===== config.mk =====
export PLATFORM = sky130hd
export DESIGN_NAME = ebarb_arbiter
export DESIGN_NICKNAME = d
export VERILOG_FILES = /design/src/ebarb_pkg.sv /design/src/ebarb_sync.sv /design/src/ebarb_arbiter.sv
export SDC_FILE = /design/constraint.sdc
export NUM_CORES = 1
export LEC_CHECK = 0
export BUFFER_PORTS_ARGS = -buffer_cell sky130_fd_sc_hd__buf_2
export CORE_MARGIN = 2
export CORE_UTILIZATION = 49
export CTS_BUF_LIST = sky130_fd_sc_hd__clkbuf_16
export DETAILED_ROUTE_END_ITERATION = 6
export PLACE_DENSITY = 0.84
export SETUP_SLACK_MARGIN = 0.4
export SLEW_MARGIN = 20
export SYNTH_ARGS = -nofsm -noshare
export SYNTH_HDL_FRONTEND = slang
export SYNTH_HIERARCHICAL = 1
export SYNTH_SLANG_ARGS = --single-unit

===== constraint.sdc =====
create_clock -name clock -period 2.14 [get_ports clock]
set_input_delay 0 -clock clock [delete_from_list [all_inputs] [get_ports clock]]
set_output_delay 0 -clock clock [all_outputs]
set_load 0.01 [all_outputs]

===== src/ebarb_pkg.sv =====
// Shared constants and types for the external bus arbitration block.
package ebarb_pkg;

   // Number of synchroniser chain stages that the asynchronous request pin passes before the output register.
   localparam int unsigned SYNC_STAGES      = 3;
   // Least delay from request to grant, in peripheral clock cycles.
   localparam int unsigned MIN_GRANT_CYCLES = 3;

   // Pin widths of the external memory interface.
   localparam int unsigned ADDR_WIDTH       = 22;
   localparam int unsigned DATA_WIDTH       = 16;
   localparam int unsigned BANK_COUNT       = 4;

   // Reset values of the outputs; all strobes and selects are active low.
   localparam logic        REQ_N_RESET      = 1'b1;
   localparam logic        GRANT_N_RESET    = 1'b1;
   localparam logic        HANG_N_RESET     = 1'b1;
   localparam logic        OE_N_RESET       = 1'b0;
   localparam logic        STROBE_N_IDLE    = 1'b1;
   localparam logic        DATA_IN_RESET    = 1'b0;

   typedef enum logic [1:0] {
      EBARB_OWN     = 2'b00,
      EBARB_GRANTED = 2'b01,
      EBARB_RECLAIM = 2'b10
   } ebarb_state_t;

endpackage : ebarb_pkg


===== src/ebarb_sync.sv =====
// Three-stage synchroniser that accepts a change once the last two stages agree.
`timescale 1ns/1ns
`default_nettype none

module ebarb_sync
   import ebarb_pkg::*;
#(
   parameter int unsigned STAGES    = SYNC_STAGES,
   parameter logic        RESET_VAL = 1'b1
) (
   input  wire logic clock,
   input  wire logic rst_n,
   input  wire logic asyncIn,
   output var  logic syncOut
);

   logic [STAGES-1:0] chain;

   always_ff @(posedge clock or negedge rst_n) begin
      if (!rst_n) begin
         chain <= {STAGES{RESET_VAL}};
      end else begin
         chain <= {chain[STAGES-2:0], asyncIn};
      end
   end

   // Only the two last stages are compared, so the metastable first stage is never read.
   always_ff @(posedge clock or negedge rst_n) begin
      if (!rst_n) begin
         syncOut <= RESET_VAL;
      end else if (chain[STAGES-1] == chain[STAGES-2]) begin
         syncOut <= chain[STAGES-1];
      end
   end

endmodule : ebarb_sync

`default_nettype wire


===== src/ebarb_arbiter.sv =====
// External bus request and grant arbiter with registered memory pin drivers.
// Notes on behaviour
// - External request has lowest priority of all.
// - Grant only with no internal request pending.
// - Grant comes at least three cycles after request.
// - Granting floats address, data, selects and strobes.
// - Grant output asserted together with released drivers.
// - Stall core accesses while bus granted away.
// - No grant between paired external read accesses.
// - Grant allowed between a read and write.
// - Exclusive option keeps interface for the core.
// - Request released: drop grant, reclaim, resume core.
// - Request handling works during boot and core reset.
// - Hang output flags access held off by grant.
`timescale 1ns/1ns
`default_nettype none

module ebarb_arbiter
   import ebarb_pkg::*;
#(
   parameter int unsigned AW    = ADDR_WIDTH,
   parameter int unsigned DW    = DATA_WIDTH,
   parameter int unsigned BANKS = BANK_COUNT
) (
   input  wire logic             clock,
   input  wire logic             rst_n,
   // Request pin from the outside master and the grant answer.
   input  wire logic             extBusRequest_n,
   output var  logic             extBusGrant_n,
   output var  logic             grantHangIndicator_n,
   // Configuration: core keeps the interface to itself.
   input  wire logic             coreExclusive,
   // Internal access port from the core and peripheral requesters.
   input  wire logic             accReq,
   input  wire logic             accFromCore,
   input  wire logic             accLockNext,
   input  wire logic             accDone,
   output var  logic             accGo,
   output var  logic             coreStall,
   // Memory interface values that the device drives onto its pins, and the read data it gets back.
   input  wire logic [AW-1:0]    memAddr,
   input  wire logic [DW-1:0]    memDataOut,
   input  wire logic             memDataDrive,
   input  wire logic [BANKS-1:0] memBankSel_n,
   input  wire logic             memBootSel_n,
   input  wire logic             memIoSel_n,
   input  wire logic             memRead_n,
   input  wire logic             memWrite_n,
   output var  logic [DW-1:0]    memDataIn,
   // External pins, each with an output enable that is low while driving.
   output var  logic [AW-1:0]    extAddr,
   output var  logic             extAddrOe_n,
   output var  logic [DW-1:0]    extDataOut,
   input  wire logic [DW-1:0]    extDataIn,
   output var  logic             extDataOe_n,
   output var  logic [BANKS-1:0] memoryBankSelects_n,
   output var  logic             bankSelectOe_n,
   output var  logic             bootMemorySelect_n,
   output var  logic             bootSelectOe_n,
   output var  logic             ioMemorySelect_n,
   output var  logic             ioSelectOe_n,
   output var  logic             extRead_n,
   output var  logic             extReadOe_n,
   output var  logic             extWrite_n,
   output var  logic             extWriteOe_n
);

   ebarb_state_t state;
   ebarb_state_t next_state;

   logic reqSync_n;
   logic extWants;
   logic accBusy;
   logic lockHold;
   logic startAccess;
   logic grantOk;
   logic next_owns;
   logic next_granted;
   wire logic [DW-1:0] dataSync;

   // The request pin is asynchronous; three stages settle it before arbitration,
   // which also guarantees the least request-to-grant delay.
   ebarb_sync #(
      .STAGES    (SYNC_STAGES),
      .RESET_VAL (REQ_N_RESET)
   ) u_reqSync (
      .clock   (clock),
      .rst_n   (rst_n),
      .asyncIn (extBusRequest_n),
      .syncOut (reqSync_n)
   );

   // The outside master keeps the pin low for the whole tenure; a short pulse
   // that the synchroniser filters out is never granted.
   assign extWants = !reqSync_n;

   // An internal access starts only while the device owns the bus and none is
   // in flight.
   assign startAccess = (state == EBARB_OWN) && accReq && !accBusy;

   // Internal requests always win; the external one is served only when nothing
   // internal waits, nothing is in flight and no read pair is open.
   assign grantOk = extWants
                  && !coreExclusive
                  && !accReq
                  && !accBusy
                  && !lockHold;

   always_comb begin
      next_state = state;
      unique case (state)
         EBARB_OWN: begin
            if (grantOk) begin
               next_state = EBARB_GRANTED;
            end
         end
         EBARB_GRANTED: begin
            if (!extWants) begin
               next_state = EBARB_RECLAIM;
            end
         end
         EBARB_RECLAIM: begin
            next_state = EBARB_OWN;
         end
         default: begin
            next_state = EBARB_OWN;
         end
      endcase
   end

   // Only the arbiter's own power-on reset clears this state; the core's master
   // reset and boot loading do not touch it, so requests are served throughout.
   always_ff @(posedge clock or negedge rst_n) begin
      if (!rst_n) begin
         state <= EBARB_OWN;
      end else begin
         state <= next_state;
      end
   end

   // Drivers come back one cycle after grant drops, so the two masters never
   // drive the pins at the same time.
   assign next_owns    = (next_state == EBARB_OWN);
   assign next_granted = (next_state == EBARB_GRANTED);

   // Grant mirrors the state register exactly, so the pin never shows a grant
   // that the state machine has not taken.

   always_ff @(posedge clock or negedge rst_n) begin
      if (!rst_n) begin
         extBusGrant_n <= GRANT_N_RESET;
      end else begin
         extBusGrant_n <= !next_granted;
      end
   end

   // An access is in flight from its start until the memory interface ends it.
   always_ff @(posedge clock or negedge rst_n) begin
      if (!rst_n) begin
         accBusy <= 1'b0;
      end else if (startAccess) begin
         accBusy <= 1'b1;
      end else if (accDone) begin
         accBusy <= 1'b0;
      end
   end

   // The first read of a pair locks the bus until the second one starts. A read
   // followed by a write is not locked, so the bus may go away between them.
   // A pair whose second access never comes keeps the bus locked.
   always_ff @(posedge clock or negedge rst_n) begin
      if (!rst_n) begin
         lockHold <= 1'b0;
      end else if (startAccess) begin
         lockHold <= accLockNext;
      end
   end

   // The start condition lasts one cycle only, because the access it starts
   // raises the busy flag at the same edge.
   always_ff @(posedge clock or negedge rst_n) begin
      if (!rst_n) begin
         accGo <= 1'b0;
      end else begin
         accGo <= startAccess;
      end
   end

   // Core accesses to external space stall while the bus is away; they resume
   // where they stopped once the bus is back and the access starts.
   always_ff @(posedge clock or negedge rst_n) begin
      if (!rst_n) begin
         coreStall <= 1'b0;
      end else begin
         coreStall <= accReq && accFromCore && (state != EBARB_OWN);
      end
   end

   // Hang marks an access that is ready but held off by the grant; the pin rises at
   // the edge that starts the access, or when the requester withdraws.
   always_ff @(posedge clock or negedge rst_n) begin
      if (!rst_n) begin
         grantHangIndicator_n <= HANG_N_RESET;
      end else if (startAccess || !accReq) begin
         grantHangIndicator_n <= 1'b1;
      end else if (state != EBARB_OWN) begin
         grantHangIndicator_n <= 1'b0;
      end
   end

   // Output enables of every released pin group go high at the grant edge.
   always_ff @(posedge clock or negedge rst_n) begin
      if (!rst_n) begin
         extAddrOe_n <= OE_N_RESET;
         extDataOe_n <= !OE_N_RESET;
      end else begin
         extAddrOe_n <= !next_owns;
         extDataOe_n <= !(next_owns && memDataDrive);
      end
   end

   // The select groups share one enable timing with the buses.
   always_ff @(posedge clock or negedge rst_n) begin
      if (!rst_n) begin
         bankSelectOe_n <= OE_N_RESET;
         bootSelectOe_n <= OE_N_RESET;
         ioSelectOe_n   <= OE_N_RESET;
      end else begin
         bankSelectOe_n <= !next_owns;
         bootSelectOe_n <= !next_owns;
         ioSelectOe_n   <= !next_owns;
      end
   end

   // Strobe enables stay apart so each pin group can be retimed on its own.
   always_ff @(posedge clock or negedge rst_n) begin
      if (!rst_n) begin
         extReadOe_n  <= OE_N_RESET;
         extWriteOe_n <= OE_N_RESET;
      end else begin
         extReadOe_n  <= !next_owns;
         extWriteOe_n <= !next_owns;
      end
   end

   // Address and data hold their last value while released; the enables alone
   // decide who drives them.
   always_ff @(posedge clock or negedge rst_n) begin
      if (!rst_n) begin
         extAddr    <= '0;
         extDataOut <= '0;
      end else if (next_owns) begin
         extAddr    <= memAddr;
         extDataOut <= memDataOut;
      end
   end

   // Selects rest inactive while released, so a late reclaim never flashes a
   // stale select.
   always_ff @(posedge clock or negedge rst_n) begin
      if (!rst_n) begin
         memoryBankSelects_n <= {BANKS{STROBE_N_IDLE}};
         bootMemorySelect_n  <= STROBE_N_IDLE;
         ioMemorySelect_n    <= STROBE_N_IDLE;
      end else if (next_owns) begin
         memoryBankSelects_n <= memBankSel_n;
         bootMemorySelect_n  <= memBootSel_n;
         ioMemorySelect_n    <= memIoSel_n;
      end else begin
         memoryBankSelects_n <= {BANKS{STROBE_N_IDLE}};
         bootMemorySelect_n  <= STROBE_N_IDLE;
         ioMemorySelect_n    <= STROBE_N_IDLE;
      end
   end

   // Read and write strobes idle high whenever the pins are not ours.
   always_ff @(posedge clock or negedge rst_n) begin
      if (!rst_n) begin
         extRead_n  <= STROBE_N_IDLE;
         extWrite_n <= STROBE_N_IDLE;
      end else if (next_owns) begin
         extRead_n  <= memRead_n;
         extWrite_n <= memWrite_n;
      end else begin
         extRead_n  <= STROBE_N_IDLE;
         extWrite_n <= STROBE_N_IDLE;
      end
   end

   // Read data passes the same settling chain as the request, one chain a bit;
   // the extra latency is the price of never handing on a half-settled bus.
   for (genvar gi = 0; gi < DW; gi++) begin : g_dataSync
      ebarb_sync #(
         .STAGES    (SYNC_STAGES),
         .RESET_VAL (DATA_IN_RESET)
      ) u_dataSync (
         .clock   (clock),
         .rst_n   (rst_n),
         .asyncIn (extDataIn[gi]),
         .syncOut (dataSync[gi])
      );
   end

   assign memDataIn = dataSync;

endmodule : ebarb_arbiter

`default_nettype wire


==> results of run 1 <==
[worst max-delay path: cells and delay by family (launching register included)]
family / cells / cell delay (ps)
buf+inv: 1 / 340
mux: 1 / 390
flops: 1 / 540
compound gates: 1 / 140
simple gates: 1 / 80
[how the worst max path moves through the flow]
stage,start,cells past startpoint,endpoint
final,u_reqSync/syncOut,4,extDataOut[12]
after CTS,u_reqSync/syncOut,4,extDataOut[10]
after detailed placement,u_reqSync/syncOut,4,extDataOut[10]
after floorplan,u_reqSync/syncOut,5,extAddr[18]
after global routing,state[0],4,extDataOut[12]
after global placement,u_reqSync/syncOut,4,extDataOut[14]
[cells by family (layout without fill, tap and decap cells)]
kind of cell / after synthesis / in the layout / share of synthesized area
flip-flops: 124 / 124 / 0.779
buffers and inverters: 13 / 250 / 0.0212
multiplexers: 39 / 39 / 0.119
other: 0 / 1 / 0
adder cells (fa/ha/maj): 17 / 17 / 0.0478
AND/OR/NAND/NOR: 15 / 15 / 0.0244
AO/OA/AOI/OAI: 5 / 5 / 0.00874
[area by class of cell]
class	count	area [sq um]
fill	439	1670
inverter	3	11.3
timing repair buffer	215	1460
clock inverter	15	161
clock buffer	17	425
antenna	1	2.50
tap	102	128
sequential	124	3120
multi-input combinational	76	821
[flip-flops by register name, indices dropped and copies added, names as in the netlist, 2 cells and up]
register                       count
state                              2
u_reqSync/chain                    3
g_dataSync.u_dataSync/syncOut     16
extAddr                           22
memoryBankSelects_n                4
g_dataSync.u_dataSync/chain       48
extDataOut                        16
[Yosys cell counts (2+ instances only)]
cell	number
nor2b_1	2
buf_6	2
mux2_4	10
inv_1	3
mux2_2	29
nand2b_1	8
buf_4	5
dfrtp_1	109
maj3_2	17
buf_2	2
dfstp_2	15
[stage by stage]
stage	setup WS, ps	instances	util	total power (W)
4_1_cts	429	552	0.784	0.00640
3_3_place_gp	373	451	0.620	0.00346
2_1_floorplan	623	213	-	0.00316
5_1_grt	442	552	0.785	0.00665
6_report	508	553	0.786	0.00637
3_5_place_dp	311	451	0.620	0.00350
[per-layer routing]
metal / routed length [microns] / up-vias / track usage
li1: - / 1167 / -
met1: 3360 / 1298 / 0.242
met2: 4580 / 113 / 0.355
met3: 572 / 12 / 0.0718
met4: 95 / 0 / 0.0845
met5: 0 / - / 0
[timing repair]
item / 4_1_cts / 5_1_grt
hold endpoints to repair: 146 / 0
gates resized for setup: 1 / 3
endpoints found under the setup margin: 38 / 38
hold buffers: 69 / 0
setup buffers: 0 / 0
[power by group through the flow]
stage	clock network (W)	registers (W)	logic [W]
finish	0.00279	0.00274	0.000836
detailed placement	0	0.00277	0.000732
floorplan	0	0.00284	0.000322
CTS	0.00283	0.00273	0.000835
global route	0.00297	0.00277	0.000905
global placement	0	0.00276	0.000709
==> run_results.csv, run 1 <==
group,metric,value,unit
run_status,status,"complete, no violations",
timing,finalSetupTns,0,ps
timing,setup_violations,0,
critical_path,crit_fanout,48,
timing,finalHoldViolations,0,
critical_path,critPathMaxStageDelay,540,ps
timing,finalMaxSlewViolations,0,
min_path,hold_path_startpoint,"coreExclusive",
timing,finalCriticalPeriod,1630,ps
clock_tree,cts_tree,"built",
synth,ys_seq_area_frac,0.779,
floorplan,initial_core_util,0.513,
clock_tree,clk-insertion-delay-late,400,ps
placed_design,dp_hpwl,4950,microns
layout,final_cell_mix,"buf_2 (142), dfrtp_1 (109), dlygate4sd3_1 (69)",
layout,layout_commonest_cell,"buf_2",
global_route,overflow,0,
timing,holdWs,58.7,ps
synth,synth_edf_count,0,
synth,synth.avg_cell_area,18.8,sq um
clock_tree,clk_pin_slew,60,ps
layout,drive_above_1_share,0.556,
floorplan,die_w,94.4,microns
global_route,grt_pass1_vias,2833,
placed_design,io_buffers,143,
critical_path,crit_required,2410,ps
critical_path,r2r-end,"extDataOut[12]",
timing,rsz0062_at_grt,"no",
drt,drt_first_pass_iters,4,
synth,synth.cell_area,4010,sq um
layout,nets,508,
min_path,whs_path_depth,3,
placed_design,place_area,4840,sq um
drt,vias_per_cell,4.68,
synth,postSynthNetCount,284,
min_path,min_to,"extBusGrant_n",
global_route,grt_max_degree,50,
global_route,antenna_found_initial,0,
critical_path,worstReg2RegStart,"u_reqSync/syncOut",
synth,synth_ff_type,"dfrtp_1",
floorplan,rows,32,
floorplan,coreArea,7810,sq um
floorplan,dieArea,8920,sq um
clock_tree,htree_levels,4,
critical_path,cp_slowest_cell,"dfstp_2",
critical_path,r2r_cells,4,
power_and_ir_drop,clkPwrFrac,0.438,
synth,ys_seq_elements,124,
floorplan,io-pin-count,144,
power_and_ir_drop,p_sw,0.00157,W
placed_design,place_congestion,0.717,
timing,slew_headroom,0.607,
power_and_ir_drop,pwr-share-comb,0.131,
power_and_ir_drop,ir_drop,0.707,mV
drt,wire_per_inst,15.6,microns
critical_path,crit_type,"flop to flop",
power_and_ir_drop,intPower,0.00480,W
critical_path,cp-start-kind,"flop",
clock_tree,cts_root_buf,"clkbuf_16",
clock_tree,cts-buffers-inserted,17,
synth,ys_warn_count,6,
global_route,grt_pass1_wl,13700,microns
global_route,track_usage,0.208,
power_and_ir_drop,p_leak,2.98,nW
power_and_ir_drop,pwr-share-seq,0.431,
drt,drt-initial-drc-count,95,
drt,ant_nets,0,
drt,postRouteWirelength,8610,microns
critical_path,r2r_setup_slack,510,ps
synth,synth_top_cell_by_area,"dfrtp_1",
timing,timing.final.crit_share,0.762,
synth,synth_area_leaders,"dfrtp_1 (68%), dfstp_2 (9.8%), mux2_2 (8.1%)",
timing,finalClockSkew,7.85,ps
power_and_ir_drop,sw_frac_of_total,0.247,
synth,synthArstFlopShare,1.00,
layout,area_growth,53.1,%
synth,yosysUniqueCellTypes,22,
drt,drc_errors,0,
critical_path,worst_setup_path_end_kind,"flop",
layout,design_area,6130,sq um
timing,worstMarginPinSlew,581,ps
power_and_ir_drop,p_per_area,1040,nW/um^2
min_path,min_path_type,"input pin to flop",
flow_run,maxCapViolations,0,
timing,fmax,613,MHz
clock_tree,clock-sinks,124,
critical_path,arrival,1910,ps
synth,synth_top_cell_area_share,0.681,
clock_tree,cts_buffer_depth,2,
synth,syn_inst,213,
critical_path,cp_cell_sequence,"nor2_1, a21oi_4, buf_8, mux2_2",
drt,vias,2590,
floorplan,die_y,94.4,microns
Note: power is estimated with default switching activity, not from simulation.
==> inputs of run 2 (changes only) <==
--- a/config.mk
+++ b/config.mk
@@ -5,12 +5,13 @@
 export SDC_FILE = /design/constraint.sdc
 export NUM_CORES = 1
 export LEC_CHECK = 0
+export ABC_AREA = 1
 export BUFFER_PORTS_ARGS = -buffer_cell sky130_fd_sc_hd__buf_2
 export CORE_MARGIN = 2
 export CORE_UTILIZATION = 49
 export CTS_BUF_LIST = sky130_fd_sc_hd__clkbuf_16
 export DETAILED_ROUTE_END_ITERATION = 6
-export PLACE_DENSITY = 0.84
+export PLACE_DENSITY = 0.83
 export SETUP_SLACK_MARGIN = 0.4
 export SLEW_MARGIN = 20
 export SYNTH_ARGS = -nofsm -noshare
==> constraint.sdc (replaced) <==
create_clock -name clock -period 1.7 [get_ports clock]
set_input_delay 0 -clock clock [delete_from_list [all_inputs] [get_ports clock]]
set_output_delay 0 -clock clock [all_outputs]
set_load 0.01 [all_outputs]
==> run 2 against run 1 <==
Global-route usage grew 1.7 points. Via count grew 29%. Combinational power rose by 97%. Worst setup slack lost 120 ps. Sequential share of layout area decreased by 1.9 points. Critical path depth rose by 3. Count of clock-buffer cells in the layout is the same. Power up 40%. Largest power group is now sequential cells.
==> run_results.csv, run 2 <==
group,metric,value,unit
timing,finalHoldViolations,0,
layout,reg.largest.list,"g_dataSync.u_dataSync/chain (48), extAddr (22)",
run_status,status,"complete, no violations",
synth,synth_area_leaders,"dfrtp_1 (66%), dfstp_2 (9.5%), nand2_1 (9.1%)",
synth,synth_top_cell_by_area,"dfrtp_1",
clock_tree,cts_buffer_depth,2,
drt,drt_first_pass_iters,5,
power_and_ir_drop,p_sw,0.00246,W
timing,holdWs,80.0,ps
floorplan,coreArea,8220,sq um
synth,synth_fa_ha_area_frac,0,
critical_path,crit_type,"flop to flop",
layout,area_growth,53.6,%
layout,nets,653,
critical_path,cp_slowest_cell,"dfrtp_1",
global_route,overflow,0,
synth,synth-xor-area-share,0,
clock_tree,cts-buffers-inserted,17,
layout,multiInputGateArea,862,sq um
synth,synth_compound_area_frac,0.0250,
global_route,antenna_found_initial,0,
clock_tree,htree_levels,4,
synth,synth.avg_cell_area,11.6,sq um
synth,synth.cell_area,4150,sq um
clock_tree,cts_root_buf,"clkbuf_16",
timing,finalClockSkew,16.1,ps
critical_path,crit_family,"simple AND/OR/NAND/NOR gates",
synth,ys_seq_area_frac,0.752,
drt,wire_per_inst,14.7,microns
synth,synth_most_common_cell,"dfrtp_1",
clock_tree,clk_pin_slew,60,ps
placed_design,io_buffers,143,
layout,top_register,"g_dataSync.u_dataSync/chain",
synth,yosysUniqueCellTypes,15,
layout,largest_reg_flops,48,
power_and_ir_drop,clkPwrFrac,0.402,
clock_tree,cts_tree,"built",
drt,vias,3333,
drt,ant_nets,0,
synth,ys_warn_count,6,
timing,worstMarginPinSlew,395,ps
timing,slew_headroom,0.737,
placed_design,place_congestion,0.719,
flow_run,maxCapViolations,0,
floorplan,die_w,96.0,microns
timing,finalMaxSlewViolations,0,
synth,synth_top_family_by_area,"simple AND/OR/NAND/NOR gates",
power_and_ir_drop,p_per_area,1400,nW/um^2
critical_path,arrival,1600,ps
floorplan,dieArea,9220,sq um
power_and_ir_drop,intPower,0.00646,W
clock_tree,clock-sinks,124,
floorplan,initial_core_util,0.505,
critical_path,crit_fanout,12,
clock_tree,clk-insertion-delay-late,400,ps
layout,diodes,0,
critical_path,critPathBufInv,1,
drt,drt-initial-drc-count,148,
critical_path,r2r-end,"extAddr[12]",
power_and_ir_drop,sw_frac_of_total,0.275,
synth,synthArstFlopShare,1.00,
layout,nFillCells,530,
power_and_ir_drop,pwr-share-seq,0.413,
critical_path,critPathMaxStageDelay,420,ps
global_route,grt_pass1_wl,15500,microns
drt,drc_errors,0,
synth,syn_inst,357,
floorplan,die_y,96.0,microns
placed_design,place_ws,306,ps
critical_path,cp_cell_sequence,"nor2_4, nand3_4, nand2_2, nand2_4, clkbuf_16, nand3_1, nand2_1",
drt,postRouteWirelength,10300,microns
layout,final_cell_mix,"buf_2 (142), dfrtp_1 (109), nand2_1 (99)",
global_route,grt_pass1_vias,3337,
critical_path,r2r_cells,7,
power_and_ir_drop,p_leak,3.30,nW
timing,setup_violations,0,
drt,vias_per_cell,4.76,
synth,synth_mux_area_frac,0,
placed_design,dp_hpwl,5960,microns
power_and_ir_drop,ir_drop,0.780,mV
timing,finalCriticalPeriod,1320,ps
critical_path,worstReg2RegStart,"state[1]",
synth,ys_seq_elements,124,
synth,synth_top_cell_area_share,0.657,
power_and_ir_drop,pwr-share-comb,0.185,
timing,timing.final.crit_share,0.774,
critical_path,crit_required,1990,ps
timing,rsz0062_at_grt,"yes",
critical_path,worst_setup_path_end_kind,"flop",
critical_path,cp-start-kind,"flop",
layout,seq_area,3120,sq um
min_path,min_path_type,"input pin to asynchronous set/reset pin",
synth,synth_common_cells,"dfrtp_1 (109), nand2_1 (101), nand3_1 (42), inv_1 (23), nor2_1 (20)",
timing,finalSetupTns,0,ps
floorplan,rows,33,
floorplan,io-pin-count,144,
layout,drive_above_1_share,0.360,
critical_path,r2r_setup_slack,380,ps
global_route,track_usage,0.225,
synth,synth-simple-area-share,0.174,
synth,synth_ff_type,"dfrtp_1",
synth,synth_edf_count,0,
timing,layout_setup_ws,384,ps
synth,postSynthNetCount,428,
layout,layout_commonest_cell,"buf_2",
global_route,grt_max_degree,57,
timing,fmax,760,MHz
-- run 2: cell families (layout without fill, tap and decap cells) --
logic type / Yosys count / after routing
buffers and inverters: 41 / 279
AND/OR/NAND/NOR: 172 / 172
AO/OA/AOI/OAI: 20 / 20
flip-flops: 124 / 124
-- run 2: cell type report --
cell class	instances	area share
inverter	23	0.0135
tap	105	0.0206
clock inverter	15	0.0269
multi-input combinational	192	0.135
timing repair buffer	224	0.247
clock buffer	17	0.0667
sequential	124	0.490
-- run 2: worst max-delay path by stage --
stage	from	endpoint	slack [ps]	cells past startpoint
after CTS	state[0]	extDataOut[13]	400	7
after floorplan	state[0]	extAddr[10]	500	7
after global placement	state[0]	bootMemorySelect_n	390	5
after detailed placement	state[0]	extAddr[16]	310	6
after global routing	state[1]	extAddr[18]	310	6
final	state[1]	extAddr[12]	380	7
-- run 2: through the flow --
stage / total power [W] / instances / utilization / cell area, sq um
finish: 0.00892 / 700 / 0.776 / 6370
global route: 0.00935 / 700 / 0.776 / 6370
CTS: 0.00882 / 697 / 0.764 / 6280
detailed placement: 0.00507 / 596 / 0.605 / 4970
global placement: 0.00499 / 596 / 0.605 / 4970
floorplan: 0.00445 / 357 / - / 4150
-- run 2: power by group through the flow --
stage                     clock network (W)  logic (W)  registers [W]
after floorplan                           0   0.000608        0.00384
after global placement                    0    0.00131        0.00368
after detailed placement                  0    0.00139        0.00369
after CTS                           0.00363    0.00153        0.00366
after global routing                0.00378    0.00183        0.00373
final                               0.00359    0.00165        0.00368
-- run 2: layer usage --
metal	wire [microns]	GRT usage	share of wire
met5	0	0	0
met4	165	0.0714	0.016
met3	511	0.0564	0.050
met2	5650	0.401	0.55
met1	3990	0.267	0.39
-- run 2: worst reg2reg max path: cells and delay by family (launching register included) --
family | cells | cell delay [ps]
buffers and inverters | 1 | 180
and+or+nand+nor | 6 | 600
DFF | 1 | 420
-- run 2: repair_timing --
item                                   in CTS  in global routing
pin swaps                                   0                  1
gates cloned                                0                  2
endpoints found under the hold margin     179                  0
resized for setup                           5                 16
hold buffers                               69                  0
buffers inserted                            0                  1
setup endpoints to repair                  46                 46
